[src/common/ttd_map.vh]
// Purpose: register offsets, field layout, codes and defaults of the telegram watchdog
// Assumes: AXI4-Lite with 32-bit data, one aligned word per register
// Notes: definitions only
`ifndef TTD_MAP_VH
`define TTD_MAP_VH

// =====================================================================
// Register byte offsets
`define TTD_OFF_CTRL      8'h00
`define TTD_OFF_WMAX      8'h04
`define TTD_OFF_CPL       8'h08
`define TTD_OFF_LINK      8'h0c
`define TTD_OFF_LATE      8'h10

// =====================================================================
// Control fields
`define TTD_CTRL_UDP_BIT  0
`define TTD_CTRL_CLR_BIT  1

// =====================================================================
// Status codes
`define TTD_CPL_OK        16'h0000
`define TTD_CPL_BUSFLT    16'h0001
`define TTD_CPL_CFGFLT    16'h0002
`define TTD_LINK_OK       8'h00
`define TTD_LINK_STALE    8'h01
`define TTD_LINK_ZERO     8'h02

// =====================================================================
// Defaults and bus answers
`define TTD_WMAX_DEF      8'h64
`define TTD_RESP_OKAY     2'b00
`define TTD_RESP_SLVERR   2'b10

`endif

[src/ttd_supervisor.v]
// Purpose: per-period bookkeeping of late replies, warning level and output zeroing
// Assumes: period_tick and reply_ok are one-cycle pulses on clk_sys
// Notes: instantiated by ttd_watchdog
`timescale 1ns/1ps
`include "ttd_map.vh"

module ttd_supervisor #(
    parameter CNT_W = 16,
    parameter LVL_W = 8
) (
    input  wire             clk_sys,
    input  wire             sys_rst,
    input  wire             period_tick,
    input  wire             reply_ok,
    input  wire             udp_mode,
    input  wire             clear_cnt,
    input  wire [LVL_W-1:0] warn_max,
    output reg  [CNT_W-1:0] late_telegram_count,
    output reg  [LVL_W-1:0] warn_level,
    output reg              reply_seen,
    output reg              inputs_stale,
    output reg              outputs_zeroed
);

    // =================================================================
    // Period bookkeeping
    reg             next_seen;
    reg [LVL_W-1:0] next_level;
    reg             next_zero;
    reg             period_open;
    wire            closing;
    wire            got_reply;

    // First tick after reset only opens a period: nothing was sent before it
    assign closing   = period_tick & period_open;
    assign got_reply = reply_seen | reply_ok;

    // Reply in same cycle as tick belongs to the period now ending
    always @* begin
        next_seen  = reply_seen | reply_ok;
        next_level = warn_level;
        next_zero  = outputs_zeroed;
        if (period_tick) begin
            next_seen = 1'b0;
            if (closing && udp_mode && !got_reply) begin
                if (warn_level < warn_max) begin
                    next_level = warn_level + {{(LVL_W-1){1'b0}}, 1'b1};
                end
            end else if (closing && udp_mode && warn_level != {LVL_W{1'b0}}) begin
                next_level = warn_level - {{(LVL_W-1){1'b0}}, 1'b1};
            end
        end
        if (!udp_mode) begin
            next_level = {LVL_W{1'b0}};
            next_zero  = 1'b0;
        end else if (next_level >= warn_max) begin
            next_zero = 1'b1;
        end else if (next_level == {LVL_W{1'b0}}) begin
            next_zero = 1'b0;
        end
    end

    // Counter wraps rather than saturates, software reads differences
    always @(posedge clk_sys or posedge sys_rst) begin
        if (sys_rst) begin
            late_telegram_count <= {CNT_W{1'b0}};
            warn_level          <= {LVL_W{1'b0}};
            reply_seen          <= 1'b0;
            inputs_stale        <= 1'b0;
            outputs_zeroed      <= 1'b0;
            period_open         <= 1'b0;
        end else begin
            reply_seen     <= next_seen;
            warn_level     <= next_level;
            outputs_zeroed <= next_zero;
            period_open    <= period_open | period_tick;
            if (closing && !got_reply) begin
                late_telegram_count <= late_telegram_count
                                       + {{(CNT_W-1){1'b0}}, 1'b1};
                inputs_stale <= 1'b1;
            end else if (clear_cnt) begin
                late_telegram_count <= {CNT_W{1'b0}};
            end
            if (closing && got_reply) begin
                inputs_stale <= 1'b0;
            end
        end
    end

endmodule

[src/ttd_watchdog.v]
// Purpose: telegram timeout diagnostics with AXI4-Lite register access
// Assumes: one task-period tick per period, reply pulses from the link side
// Notes: output data zeroing applied to a parallel process image word
`timescale 1ns/1ps
`include "ttd_map.vh"

module ttd_watchdog #(
    parameter DATA_W = 32,
    parameter CNT_W  = 16,
    parameter LVL_W  = 8
) (
    input  wire              clk_sys,
    input  wire              sys_rst,
    input  wire              period_tick,
    input  wire              reply_ok,
    input  wire              tbus_fault,
    input  wire              cfg_mismatch,
    input  wire [DATA_W-1:0] out_data,
    output reg  [DATA_W-1:0] out_data_gated,
    output reg               inputs_stale,
    input  wire [7:0]        s_axi_awaddr,
    input  wire              s_axi_awvalid,
    output reg               s_axi_awready,
    input  wire [31:0]       s_axi_wdata,
    input  wire [3:0]        s_axi_wstrb,
    input  wire              s_axi_wvalid,
    output reg               s_axi_wready,
    output reg  [1:0]        s_axi_bresp,
    output reg               s_axi_bvalid,
    input  wire              s_axi_bready,
    input  wire [7:0]        s_axi_araddr,
    input  wire              s_axi_arvalid,
    output reg               s_axi_arready,
    output reg  [31:0]       s_axi_rdata,
    output reg  [1:0]        s_axi_rresp,
    output reg               s_axi_rvalid,
    input  wire              s_axi_rready
);

    // =================================================================
    // Decode helper, used by both read and write paths
    function mapped;
        input [7:0] a;
        begin
            mapped = (a == `TTD_OFF_CTRL) || (a == `TTD_OFF_WMAX) ||
                     (a == `TTD_OFF_CPL)  || (a == `TTD_OFF_LINK) ||
                     (a == `TTD_OFF_LATE);
        end
    endfunction

    // =================================================================
    // Software-steered control
    reg             udp_mode;
    reg             clear_cnt;
    reg [LVL_W-1:0] warn_max;

    wire [CNT_W-1:0] late_telegram_count;
    wire [LVL_W-1:0] warn_level;
    wire             stale_int;
    wire             outputs_zeroed;
    reg  [15:0]      coupler_status;
    reg  [15:0]      link_health_code;

    ttd_supervisor #(
        .CNT_W (CNT_W),
        .LVL_W (LVL_W)
    ) u_sup (
        .clk_sys             (clk_sys),
        .sys_rst             (sys_rst),
        .period_tick         (period_tick),
        .reply_ok            (reply_ok),
        .udp_mode            (udp_mode),
        .clear_cnt           (clear_cnt),
        .warn_max            (warn_max),
        .late_telegram_count (late_telegram_count),
        .warn_level          (warn_level),
        .reply_seen          (),
        .inputs_stale        (stale_int),
        .outputs_zeroed      (outputs_zeroed)
    );

    // =================================================================
    // Status codes; bus fault takes priority over config mismatch
    always @(posedge clk_sys or posedge sys_rst) begin
        if (sys_rst) begin
            coupler_status   <= `TTD_CPL_OK;
            link_health_code <= 16'h0000;
            out_data_gated   <= {DATA_W{1'b0}};
            inputs_stale     <= 1'b0;
        end else begin
            if (tbus_fault) begin
                coupler_status <= `TTD_CPL_BUSFLT;
            end else if (cfg_mismatch) begin
                coupler_status <= `TTD_CPL_CFGFLT;
            end else begin
                coupler_status <= `TTD_CPL_OK;
            end
            if (!udp_mode) begin
                link_health_code <= {8'h00,
                    stale_int ? `TTD_LINK_STALE : `TTD_LINK_OK};
            end else begin
                link_health_code <= {warn_level,
                    outputs_zeroed ? `TTD_LINK_ZERO :
                    (stale_int ? `TTD_LINK_STALE : `TTD_LINK_OK)};
            end
            out_data_gated <= outputs_zeroed ? {DATA_W{1'b0}} : out_data;
            inputs_stale   <= stale_int;
        end
    end

    // =================================================================
    // AXI4-Lite write path: address and data accepted in either order
    reg        aw_held;
    reg        w_held;
    reg [7:0]  aw_addr;
    reg [31:0] w_data;
    reg [3:0]  w_strb;

    always @(posedge clk_sys or posedge sys_rst) begin
        if (sys_rst) begin
            aw_held       <= 1'b0;
            w_held        <= 1'b0;
            aw_addr       <= 8'h00;
            w_data        <= 32'h0000_0000;
            w_strb        <= 4'h0;
            s_axi_awready <= 1'b0;
            s_axi_wready  <= 1'b0;
            s_axi_bvalid  <= 1'b0;
            s_axi_bresp   <= `TTD_RESP_OKAY;
            udp_mode      <= 1'b0;
            clear_cnt     <= 1'b0;
            warn_max      <= `TTD_WMAX_DEF;
        end else begin
            clear_cnt     <= 1'b0;
            s_axi_awready <= !aw_held && !s_axi_awready && !s_axi_bvalid;
            s_axi_wready  <= !w_held && !s_axi_wready && !s_axi_bvalid;
            if (s_axi_awvalid && s_axi_awready) begin
                aw_held       <= 1'b1;
                aw_addr       <= s_axi_awaddr;
                s_axi_awready <= 1'b0;
            end
            if (s_axi_wvalid && s_axi_wready) begin
                w_held       <= 1'b1;
                w_data       <= s_axi_wdata;
                w_strb       <= s_axi_wstrb;
                s_axi_wready <= 1'b0;
            end
            // Commit once both halves are held
            if (aw_held && w_held && !s_axi_bvalid) begin
                aw_held      <= 1'b0;
                w_held       <= 1'b0;
                s_axi_bvalid <= 1'b1;
                s_axi_bresp  <= mapped(aw_addr) ? `TTD_RESP_OKAY : `TTD_RESP_SLVERR;
                if (aw_addr == `TTD_OFF_CTRL && w_strb[0]) begin
                    udp_mode  <= w_data[`TTD_CTRL_UDP_BIT];
                    clear_cnt <= w_data[`TTD_CTRL_CLR_BIT];
                end
                if (aw_addr == `TTD_OFF_WMAX && w_strb[0] && w_data[7:0] != 8'h00) begin
                    warn_max <= w_data[LVL_W-1:0];
                end
            end
            if (s_axi_bvalid && s_axi_bready) begin
                s_axi_bvalid <= 1'b0;
            end
        end
    end

    // =================================================================
    // AXI4-Lite read path: one read in flight, data registered
    always @(posedge clk_sys or posedge sys_rst) begin
        if (sys_rst) begin
            s_axi_arready <= 1'b0;
            s_axi_rvalid  <= 1'b0;
            s_axi_rdata   <= 32'h0000_0000;
            s_axi_rresp   <= `TTD_RESP_OKAY;
        end else begin
            s_axi_arready <= !s_axi_arready && !s_axi_rvalid;
            if (s_axi_arvalid && s_axi_arready) begin
                s_axi_arready <= 1'b0;
                s_axi_rvalid  <= 1'b1;
                s_axi_rresp   <= mapped(s_axi_araddr) ? `TTD_RESP_OKAY : `TTD_RESP_SLVERR;
                case (s_axi_araddr)
                    `TTD_OFF_CTRL: s_axi_rdata <= {31'h0000_0000, udp_mode};
                    `TTD_OFF_WMAX: s_axi_rdata <= {24'h00_0000, warn_max};
                    `TTD_OFF_CPL:  s_axi_rdata <= {16'h0000, coupler_status};
                    `TTD_OFF_LINK: s_axi_rdata <= {16'h0000, link_health_code};
                    `TTD_OFF_LATE: s_axi_rdata <= {16'h0000, late_telegram_count};
                    default:       s_axi_rdata <= 32'h0000_0000;
                endcase
            end
            if (s_axi_rvalid && s_axi_rready) begin
                s_axi_rvalid <= 1'b0;
            end
        end
    end

endmodule

[config.mk]
export PLATFORM = sky130hd
export DESIGN_NAME = ttd_watchdog
export DESIGN_NICKNAME = d
export VERILOG_FILES = /design/src/ttd_supervisor.v /design/src/ttd_watchdog.v
export VERILOG_INCLUDE_DIRS = /design/src /design/src/common
export SDC_FILE = /design/constraint.sdc
export NUM_CORES = 1
export LEC_CHECK = 0
export BUFFER_PORTS_ARGS = -buffer_cell sky130_fd_sc_hd__buf_2
export CORE_MARGIN = 5
export CORE_UTILIZATION = 47
export CTS_CLUSTER_SIZE = 25
export DETAILED_ROUTE_END_ITERATION = 8
export GPL_ROUTABILITY_DRIVEN = 0
export GPL_TIMING_DRIVEN = 0
export PLACE_DENSITY = 0.8
export SETUP_SLACK_MARGIN = 0.2
export SLEW_MARGIN = 10
export SYNTH_ARGS = -nofsm -noshare
export SYNTH_HDL_FRONTEND = slang
export SYNTH_SLANG_ARGS = --single-unit
[constraint.sdc]
create_clock -name clk_sys -period 3.8 [get_ports clk_sys]
set_input_delay 0.38 -clock clk_sys [delete_from_list [all_inputs] [get_ports clk_sys]]
set_output_delay 0.38 -clock clk_sys [all_outputs]
set_load 0.01 [all_outputs]
==> results of run 1 <==
worst reg2reg max path, stage by stage (launching register included):
cell and delay, ps:
dfstp_2 550, inv_1 100, ha_4 300, nand4_1 120
nor2_2 140, a211oi_2 110, and2_4 190, buf_4 130
buf_4 120, nor3_1 300, nor2_2 50, ha_1 270
a21o_1 150, a21o_1 170, a21o_1 170, a21oi_2 150
nor3b_2 60, o31a_1 250, a21o_1 150
cell usage in the layout, fill, tap and decap left out, drive strengths merged, types with 4 or more instances in the layout:
cell / instances
mux2: 26
o21ai: 38
xnor2: 6
clkinv: 4
nor3: 8
inv: 14
ha: 19
nand2: 42
conb: 18
dfrtp: 122
a21oi: 12
a31oi: 7
clkbuf: 31
nor2b: 36
a22oi: 15
nand3: 15
clkinvlp: 5
and2: 16
nor2: 36
a211oi: 4
a21o: 4
and3: 8
buf: 157
cell type report:
type | instances | area share
Antenna cell | 1 | 0.000346
Timing Repair Buffer | 136 | 0.104
Inverter | 14 | 0.00778
Clock buffer | 22 | 0.0655
Multi-Input combinational cell | 348 | 0.326
Tap cell | 143 | 0.0247
Sequential cell | 125 | 0.433
Buffer | 31 | 0.0268
Clock inverter | 10 | 0.0123
sequential cells by signal, summed over array words and instances (netlist names), 2 cells and up:
register / cells
out_data_gated: 32
s_axi_rdata: 16
u_sup.late_telegram_count: 16
link_health_code: 10
aw_addr: 8
u_sup.warn_level: 8
w_data: 8
warn_max: 8
coupler_status: 2
power breakdown:
group	internal, µW	total, µW	switching, µW	leakage [µW]
Combinational	324	651	327	0.00163
Sequential	1540	1700	162	0.00159
Clock	947	1520	574	0.000268
Total	2810	3870	1060	0.00349
what timing repair did:
item	CTS	global route
cloned	0	0
endpoints found under the setup margin	1	1
pin swaps	5	10
setup buffers	4	5
gates resized for setup	4	13
hold buffers	1	0
hold endpoints to repair	13	0
through the flow:
| step | power, µW | utilization | worst slack [ps] | std cells |
|---|---|---|---|---|
| 2_1_floorplan | 2070 | - | 271 | 518 |
| 3_3_place_gp | 2260 | 0.560 | -63.8 | 784 |
| 3_5_place_dp | 2310 | 0.565 | -113 | 787 |
| 4_1_cts | 3860 | 0.620 | 205 | 824 |
| 5_1_grt | 4060 | 0.628 | 114 | 829 |
| 6_report | 3870 | 0.628 | 208 | 830 |
per-layer routing:
layer / vias up / part of all wire / track usage
met4: 0 / 0.010 / 0.0644
met2: 178 / 0.52 / 0.324
li1: 2056 / - / -
met5: - / 0 / 0
met3: 18 / 0.079 / 0.0682
met1: 2089 / 0.39 / 0.233
path summary, 6_finish.rpt:
kind	slack [ps]	cells past startpoint	end
max reg2reg	210	18	u_sup.outputs_zeroed
min in group asynchronous	530	3	w_data[0]
min	90	1	coupler_status[0]
max	210	18	u_sup.outputs_zeroed
max in group asynchronous	2710	4	out_data_gated[21]
min reg2reg	400	0	inputs_stale
cell families after synthesis:
kind of cell / after synthesis / synth area share
XOR/XNOR: 8 / 0.0139
adder cells (fa/ha/maj): 19 / 0.0426
AO/OA/AOI/OAI: 92 / 0.107
other: 1 / 0.000671
buffers and inverters: 45 / 0.0441
multiplexers: 29 / 0.0600
AND/OR/NAND/NOR: 182 / 0.171
flip-flops: 125 / 0.561
==> qor.yml, run 1 <==
worst_setup_path:
  critPathMostFrequentCell: "a21o_1"
  cp.arrival_ps: 3890
  crit_required_ps: 4100
  slowest_stage: "dfstp_2"
  worstPathMaxFanout: 3
  startpoint: "warn_max[6]"
  crit_chain: "inv_1 > ha_4 > nand4_1 > nor2_2 > a211oi_2 > and2_4 > buf_4 > buf_4 > nor3_1 > nor2_2 > ha_1 > a21o_1 > a21o_1 > a21o_1 > a21oi_2 > nor3b_2 > o31a_1 > a21o_1"
  critPathMaxStageDelay_ps: 550
  path_class: "flop to flop"
  worstSetupEndpointType: "flop"
  reg2reg_from: "warn_max[6]"
  cp.buffers_inverters: 3
  start_kind: "flop"
  crit_family: "compound AO/OA/AOI/OAI gates"
synth:
  synth_top_flop_cell: "dfrtp_1"
  yosysMostFrequentCell: "dfrtp_1"
  synth_largest_area_cell: "dfrtp_1"
  synth_common_cells: "122 x dfrtp_1, 42 x nand2_1, 36 x nor2_1, 36 x nor2b_1, 31 x o21ai_0"
  syn_area_um2: 5590
  syn_area_per_cell_um2: 11.2
  ys_seq_area_frac: 0.561
  yosys_warnings: 0
  netlist_instances: 501
  synth_top_area_share: 0.546
  ys_ff_latch: 125
  synth.distinct_cells: 54
  async_flop_share: 1.00
  synth_edf_count: 0
  synth_area_leaders: "dfrtp_1 55%, mux2_2 5.2%, ha_1 4.3%"
sta:
  hold_violations: 0
  timing.hold.ws_ps: 87.4
  tns_ps: 0
  post-route-period-util: 0.945
  drv_slew: 0
  fin_crit_ps: 3590
  max_freq_mhz: 278
  worst_slew_pin_slew_ps: 522
  setup_violations: 0
  skew_ps: 7.28
  slew_headroom: 0.651
  rsz0062_at_grt: "true"
floorplan:
  core_um2: 11500
  die_h_um: 119
  start_util: 0.485
  ios: 169
  die_area_um2: 14200
  placementRows: 39
  die_w_um: 119
grt:
  grt_max_degree: 43
  grt.overflow.total: 0
  antenna_found_initial: 0
  grt_use_total: 0.193
  grt_pass1_wl_mm: 21.7
  grt_pass1_vias: 4405
power:
  powerDensity_nw_per_um2: 535
  ir_drop_v: 0.000422
  p_leak_uw: 0.00349
status:
  status: "completed"
cts:
  cts_buffers: 17
  cts_tree: "done"
  clock_sinks: 125
  cts_buffer_depth: 2
  worstSkewPairLatency_ps: 420
  cts_root_buffer: "clkbuf_16"
  cts.reportedPaths.clkPinSlew_ps: 50
  htreeDepth: 4
final_layout:
  seq_area_um2: 3130
  fillers: 915
  fin_area_um2: 7240
  fin_nets: 787
  multi_input_area_um2: 2360
  area_growth_pct: 29.5
  layout-drive-gt1-share: 0.351
drt:
  wire_per_inst_um: 16.3
  routed_wl_mm: 13.5
  vias: 4341
  routed_via_density: 5.23
  drtIter0Drc: 297
  ant_nets: 0
  first_pass_iters: 5
  drc: 0
place:
  dp_hpwl_mm: 9.72
  portBuffers: 123
  placed_cell_area_um2: 6510
worst_hold_path:
  hp-class: "input port to flop"
  hold_start: "tbus_fault"
flow_run:
  maxCapViolCount: 0
(Power assumes the default switching activity.)
==> run 2, diff against run 1 <==
--- a/config.mk
+++ b/config.mk
@@ -13,9 +13,10 @@
 export DETAILED_ROUTE_END_ITERATION = 8
 export GPL_ROUTABILITY_DRIVEN = 0
 export GPL_TIMING_DRIVEN = 0
-export PLACE_DENSITY = 0.8
+export PLACE_DENSITY = 0.79
 export SETUP_SLACK_MARGIN = 0.2
 export SLEW_MARGIN = 10
 export SYNTH_ARGS = -nofsm -noshare
 export SYNTH_HDL_FRONTEND = slang
+export SYNTH_HIERARCHICAL = 1
 export SYNTH_SLANG_ARGS = --single-unit
==> qor.yml, run 2 <==
final_layout:
  utilization: 0.608  # -0.0202
  largest_register_ffs: 32  # unchanged
  fin_area_um2: 7300  # +0.95%
  max_flop_register: "out_data_gated"
  layout-drive-gt1-share: 0.336  # -0.0151
  fin_cells: 843  # +1.6%
  seq_area_um2: 3130  # unchanged
  antenna_cells: 0  # -1
  fin_nets: 798  # +1.4%
  layout_common_cells: "122 x dfrtp_1, 122 x buf_2, 40 x nand2_1, 35 x nor2b_1, 29 x nor2_1"
  area_growth_pct: 26.5
  top_regs: "out_data_gated x32, s_axi_rdata x16, u_sup/late_telegram_count x16"
  fillers: 999  # +9.2%
  multi_input_area_um2: 2440  # +3.6%
synth:
  synth_area_leaders: "dfrtp_1 53%, mux2_2 5.1%, ha_1 4.1%"
  ys_seq_area_frac: 0.542  # -0.0182
  synth_top_flop_cell: "dfrtp_1"
  synth_top_area_share: 0.529  # -0.0178
  netlist_instances: 517  # +3.2%
  synth.distinct_cells: 65  # +20%
  syn_area_um2: 5770  # +3.4%
  syn_area_per_cell_um2: 11.2  # +0.16%
  yosysMostFrequentCell: "dfrtp_1"
  synth_common_cells: "122 x dfrtp_1, 40 x nand2_1, 35 x nor2b_1"
  ys_ff_latch: 125  # unchanged
  yosys_warnings: 6  # +6
  async_flop_share: 1.00  # unchanged
  synth_edf_count: 0  # unchanged
  synth_largest_area_cell: "dfrtp_1"
power:
  internal-power_uw: 2820  # +0.53%
  clockPowerShare: 0.374  # -0.019
  powerDensity_nw_per_um2: 534  # -0.16%
  p_sw_frac: 0.276  # +0.00188
  finalPower_uw: 3900  # +0.79%
  pwr-share-comb: 0.189  # +0.021
  power.switching_uw: 1080  # +1.5%
  ir_drop_v: 0.000326  # -23%
  p_seq_frac: 0.437  # -0.002
  p_leak_uw: 0.00349  # +0.17%
cts:
  worstSkewPairLatency_ps: 420  # about the same
  htreeDepth: 4  # unchanged
  cts_buffer_depth: 2  # unchanged
  cts_buffers: 17  # unchanged
  cts_root_buffer: "clkbuf_16"
  cts.reportedPaths.clkPinSlew_ps: 50  # about the same
  clock_sinks: 125  # unchanged
  cts_tree: "done"
place:
  dp_hpwl_mm: 10.0  # +2.8%
  portBuffers: 122  # -0.81%
  placed_cell_area_um2: 6660  # +2.4%
  dp_cells: 804  # +2.2%
drt:
  drtIter0Drc: 295  # -0.67%
  wire_per_inst_um: 16.3  # +0.12%
  first_pass_iters: 6  # +1
  routed_via_density: 5.37  # +2.7%
  vias: 4526  # +4.3%
  drc: 0  # unchanged
  ant_nets: 0  # unchanged
  routed_wl_mm: 13.8  # +1.7%
worst_setup_path:
  cp.arrival_ps: 3760  # -130 ps
  crit_chain: "inv_1 > ha_1 > a21oi_1 > o21a_1 > o21ai_4 > buf_4 > a211oi_1 > xnor2_1 > inv_1 > ha_1 > and2_1 > o21ai_0 > a31oi_2 > o31ai_2 > a31oi_1"
  start_kind: "flop"
  cp.buffers_inverters: 3  # unchanged
  worstPathMaxFanout: 7  # +4
  slowest_stage: "dfstp_2"
  r2r_slack_ps: 330  # +120 ps
  critPathMaxStageDelay_ps: 550  # about the same
  path_class: "flop to flop"
  crit_required_ps: 4090  # about the same
  worstSetupEndpointType: "flop"
  crit_family: "compound AO/OA/AOI/OAI gates"
grt:
  grt_max_degree: 66  # +53%
  antenna_found_initial: 0  # unchanged
  grt_pass1_vias: 4587  # +4.1%
  grt_pass1_wl_mm: 21.8  # +0.51%
  grt_use_total: 0.190  # -0.00286
  grt.overflow.total: 0  # unchanged
floorplan:
  placementRows: 40  # +2.6%
  start_util: 0.481  # -0.00439
  ios: 169  # unchanged
  core_um2: 12000  # +4.3%
  die_area_um2: 14600  # +3.1%
  die_w_um: 121  # +1.5%
  die_h_um: 121  # +1.5%
sta:
  skew_ps: 6.64  # -0.635 ps
  max_freq_mhz: 288  # +3.6%
  hold_violations: 0  # unchanged
  worst_slew_pin_slew_ps: 1080  # +553 ps
  setup_violations: 0  # unchanged
  rsz0062_at_grt: "false"
  post-route-period-util: 0.912  # -0.0327
  fin_crit_ps: 3470  # -124 ps
  slew_headroom: 0.279  # -0.372
  drv_slew: 0  # unchanged
flow_run:
  maxCapViolCount: 0  # unchanged
status:
  status: "completed"
worst_hold_path:
  hp-class: "input port to flop"
==> run 2: changes by cell type after synthesis, moves of 5 or more <==
cell / previous run / this run
inv_1: 14 / 24
nor2_1: 36 / 29
nand4_1: 3 / 10
and3_1: 8 / 2
mux2i_1: 2 / 7
==> run 2: power by group through the flow <==
stage          Clock [µW]  Sequential [µW]  Combinational (µW)
2_1_floorplan           0             1720                 415
3_3_place_gp            0             1710                 632
3_5_place_dp            0             1720                 669
4_1_cts              1500             1700                 675
5_1_grt              1550             1730                 810
6_report             1460             1700                 737
==> run 2: final timing paths <==
path / cells past startpoint / from / to
setup / recovery: 15 / warn_max[5] / u_sup/outputs_zeroed
hold / removal: 1 / tbus_fault / coupler_status[0]
setup reg to reg: 15 / warn_max[5] / u_sup/outputs_zeroed
hold reg to reg: 0 / u_sup/inputs_stale / inputs_stale
max in group asynchronous: 4 / sys_rst / warn_max[5]
min in group asynchronous: 3 / sys_rst / out_data_gated[2]
==> run 2: routing by layer <==
layer	part of all wire	GRT usage	up-vias	wire, µm
met2	0.49	0.307	219	6750
met3	0.090	0.0678	26	1240
li1	-	-	2118	-
met1	0.40	0.230	2163	5460
met5	0	0	-	0
met4	0.022	0.0836	0	299
==> run 2: repair_timing <==
action                                 4_1_cts  5_1_grt
hold buffers                                 1        0
resized for setup                            0        7
buffers inserted                             0        7
endpoints found under the hold margin       32        0
setup endpoints to repair                    0        1
==> run 2: area by class of cell <==
| class | count | share of cell area |
|---|---|---|
| Multi-Input combinational cell | 352 | 0.334 |
| Inverter | 24 | 0.0127 |
| Clock inverter | 7 | 0.00891 |
| Buffer | 33 | 0.0300 |
| Clock buffer | 24 | 0.0646 |
| Sequential cell | 125 | 0.429 |
| Timing Repair Buffer | 131 | 0.0959 |
| Tap cell | 147 | 0.0252 |
==> run 2: logic make-up (layout without fill, tap and decap cells) <==
| kind of cell | count (synthesis) | after routing | synth area share |
|---|---|---|---|
| AOI/OAI and AO/OA | 101 | 101 | 0.122 |
| xor gates and xnor gates | 6 | 6 | 0.00910 |
| adders and majority gates | 19 | 19 | 0.0412 |
| buffers and inverters | 57 | 219 | 0.0535 |
| DFF | 125 | 125 | 0.542 |
| muxes | 33 | 33 | 0.0628 |
| other | 1 | 18 | 0.000649 |
| and+or+nand+nor | 175 | 175 | 0.168 |
==> run 2: per-stage QoR <==
| stage | setup TNS, ps | setup WS (ps) | hold slack (ps) |
|---|---|---|---|
| after floorplan | 0 | 792 | 367 |
| after global placement | -7150 | -81.8 | 436 |
| after detailed placement | 0 | 330 | 431 |
| after CTS | 0 | 293 | 70.2 |
| after global routing | 0 | 122 | 83.0 |
| final | 0 | 333 | 87.0 |
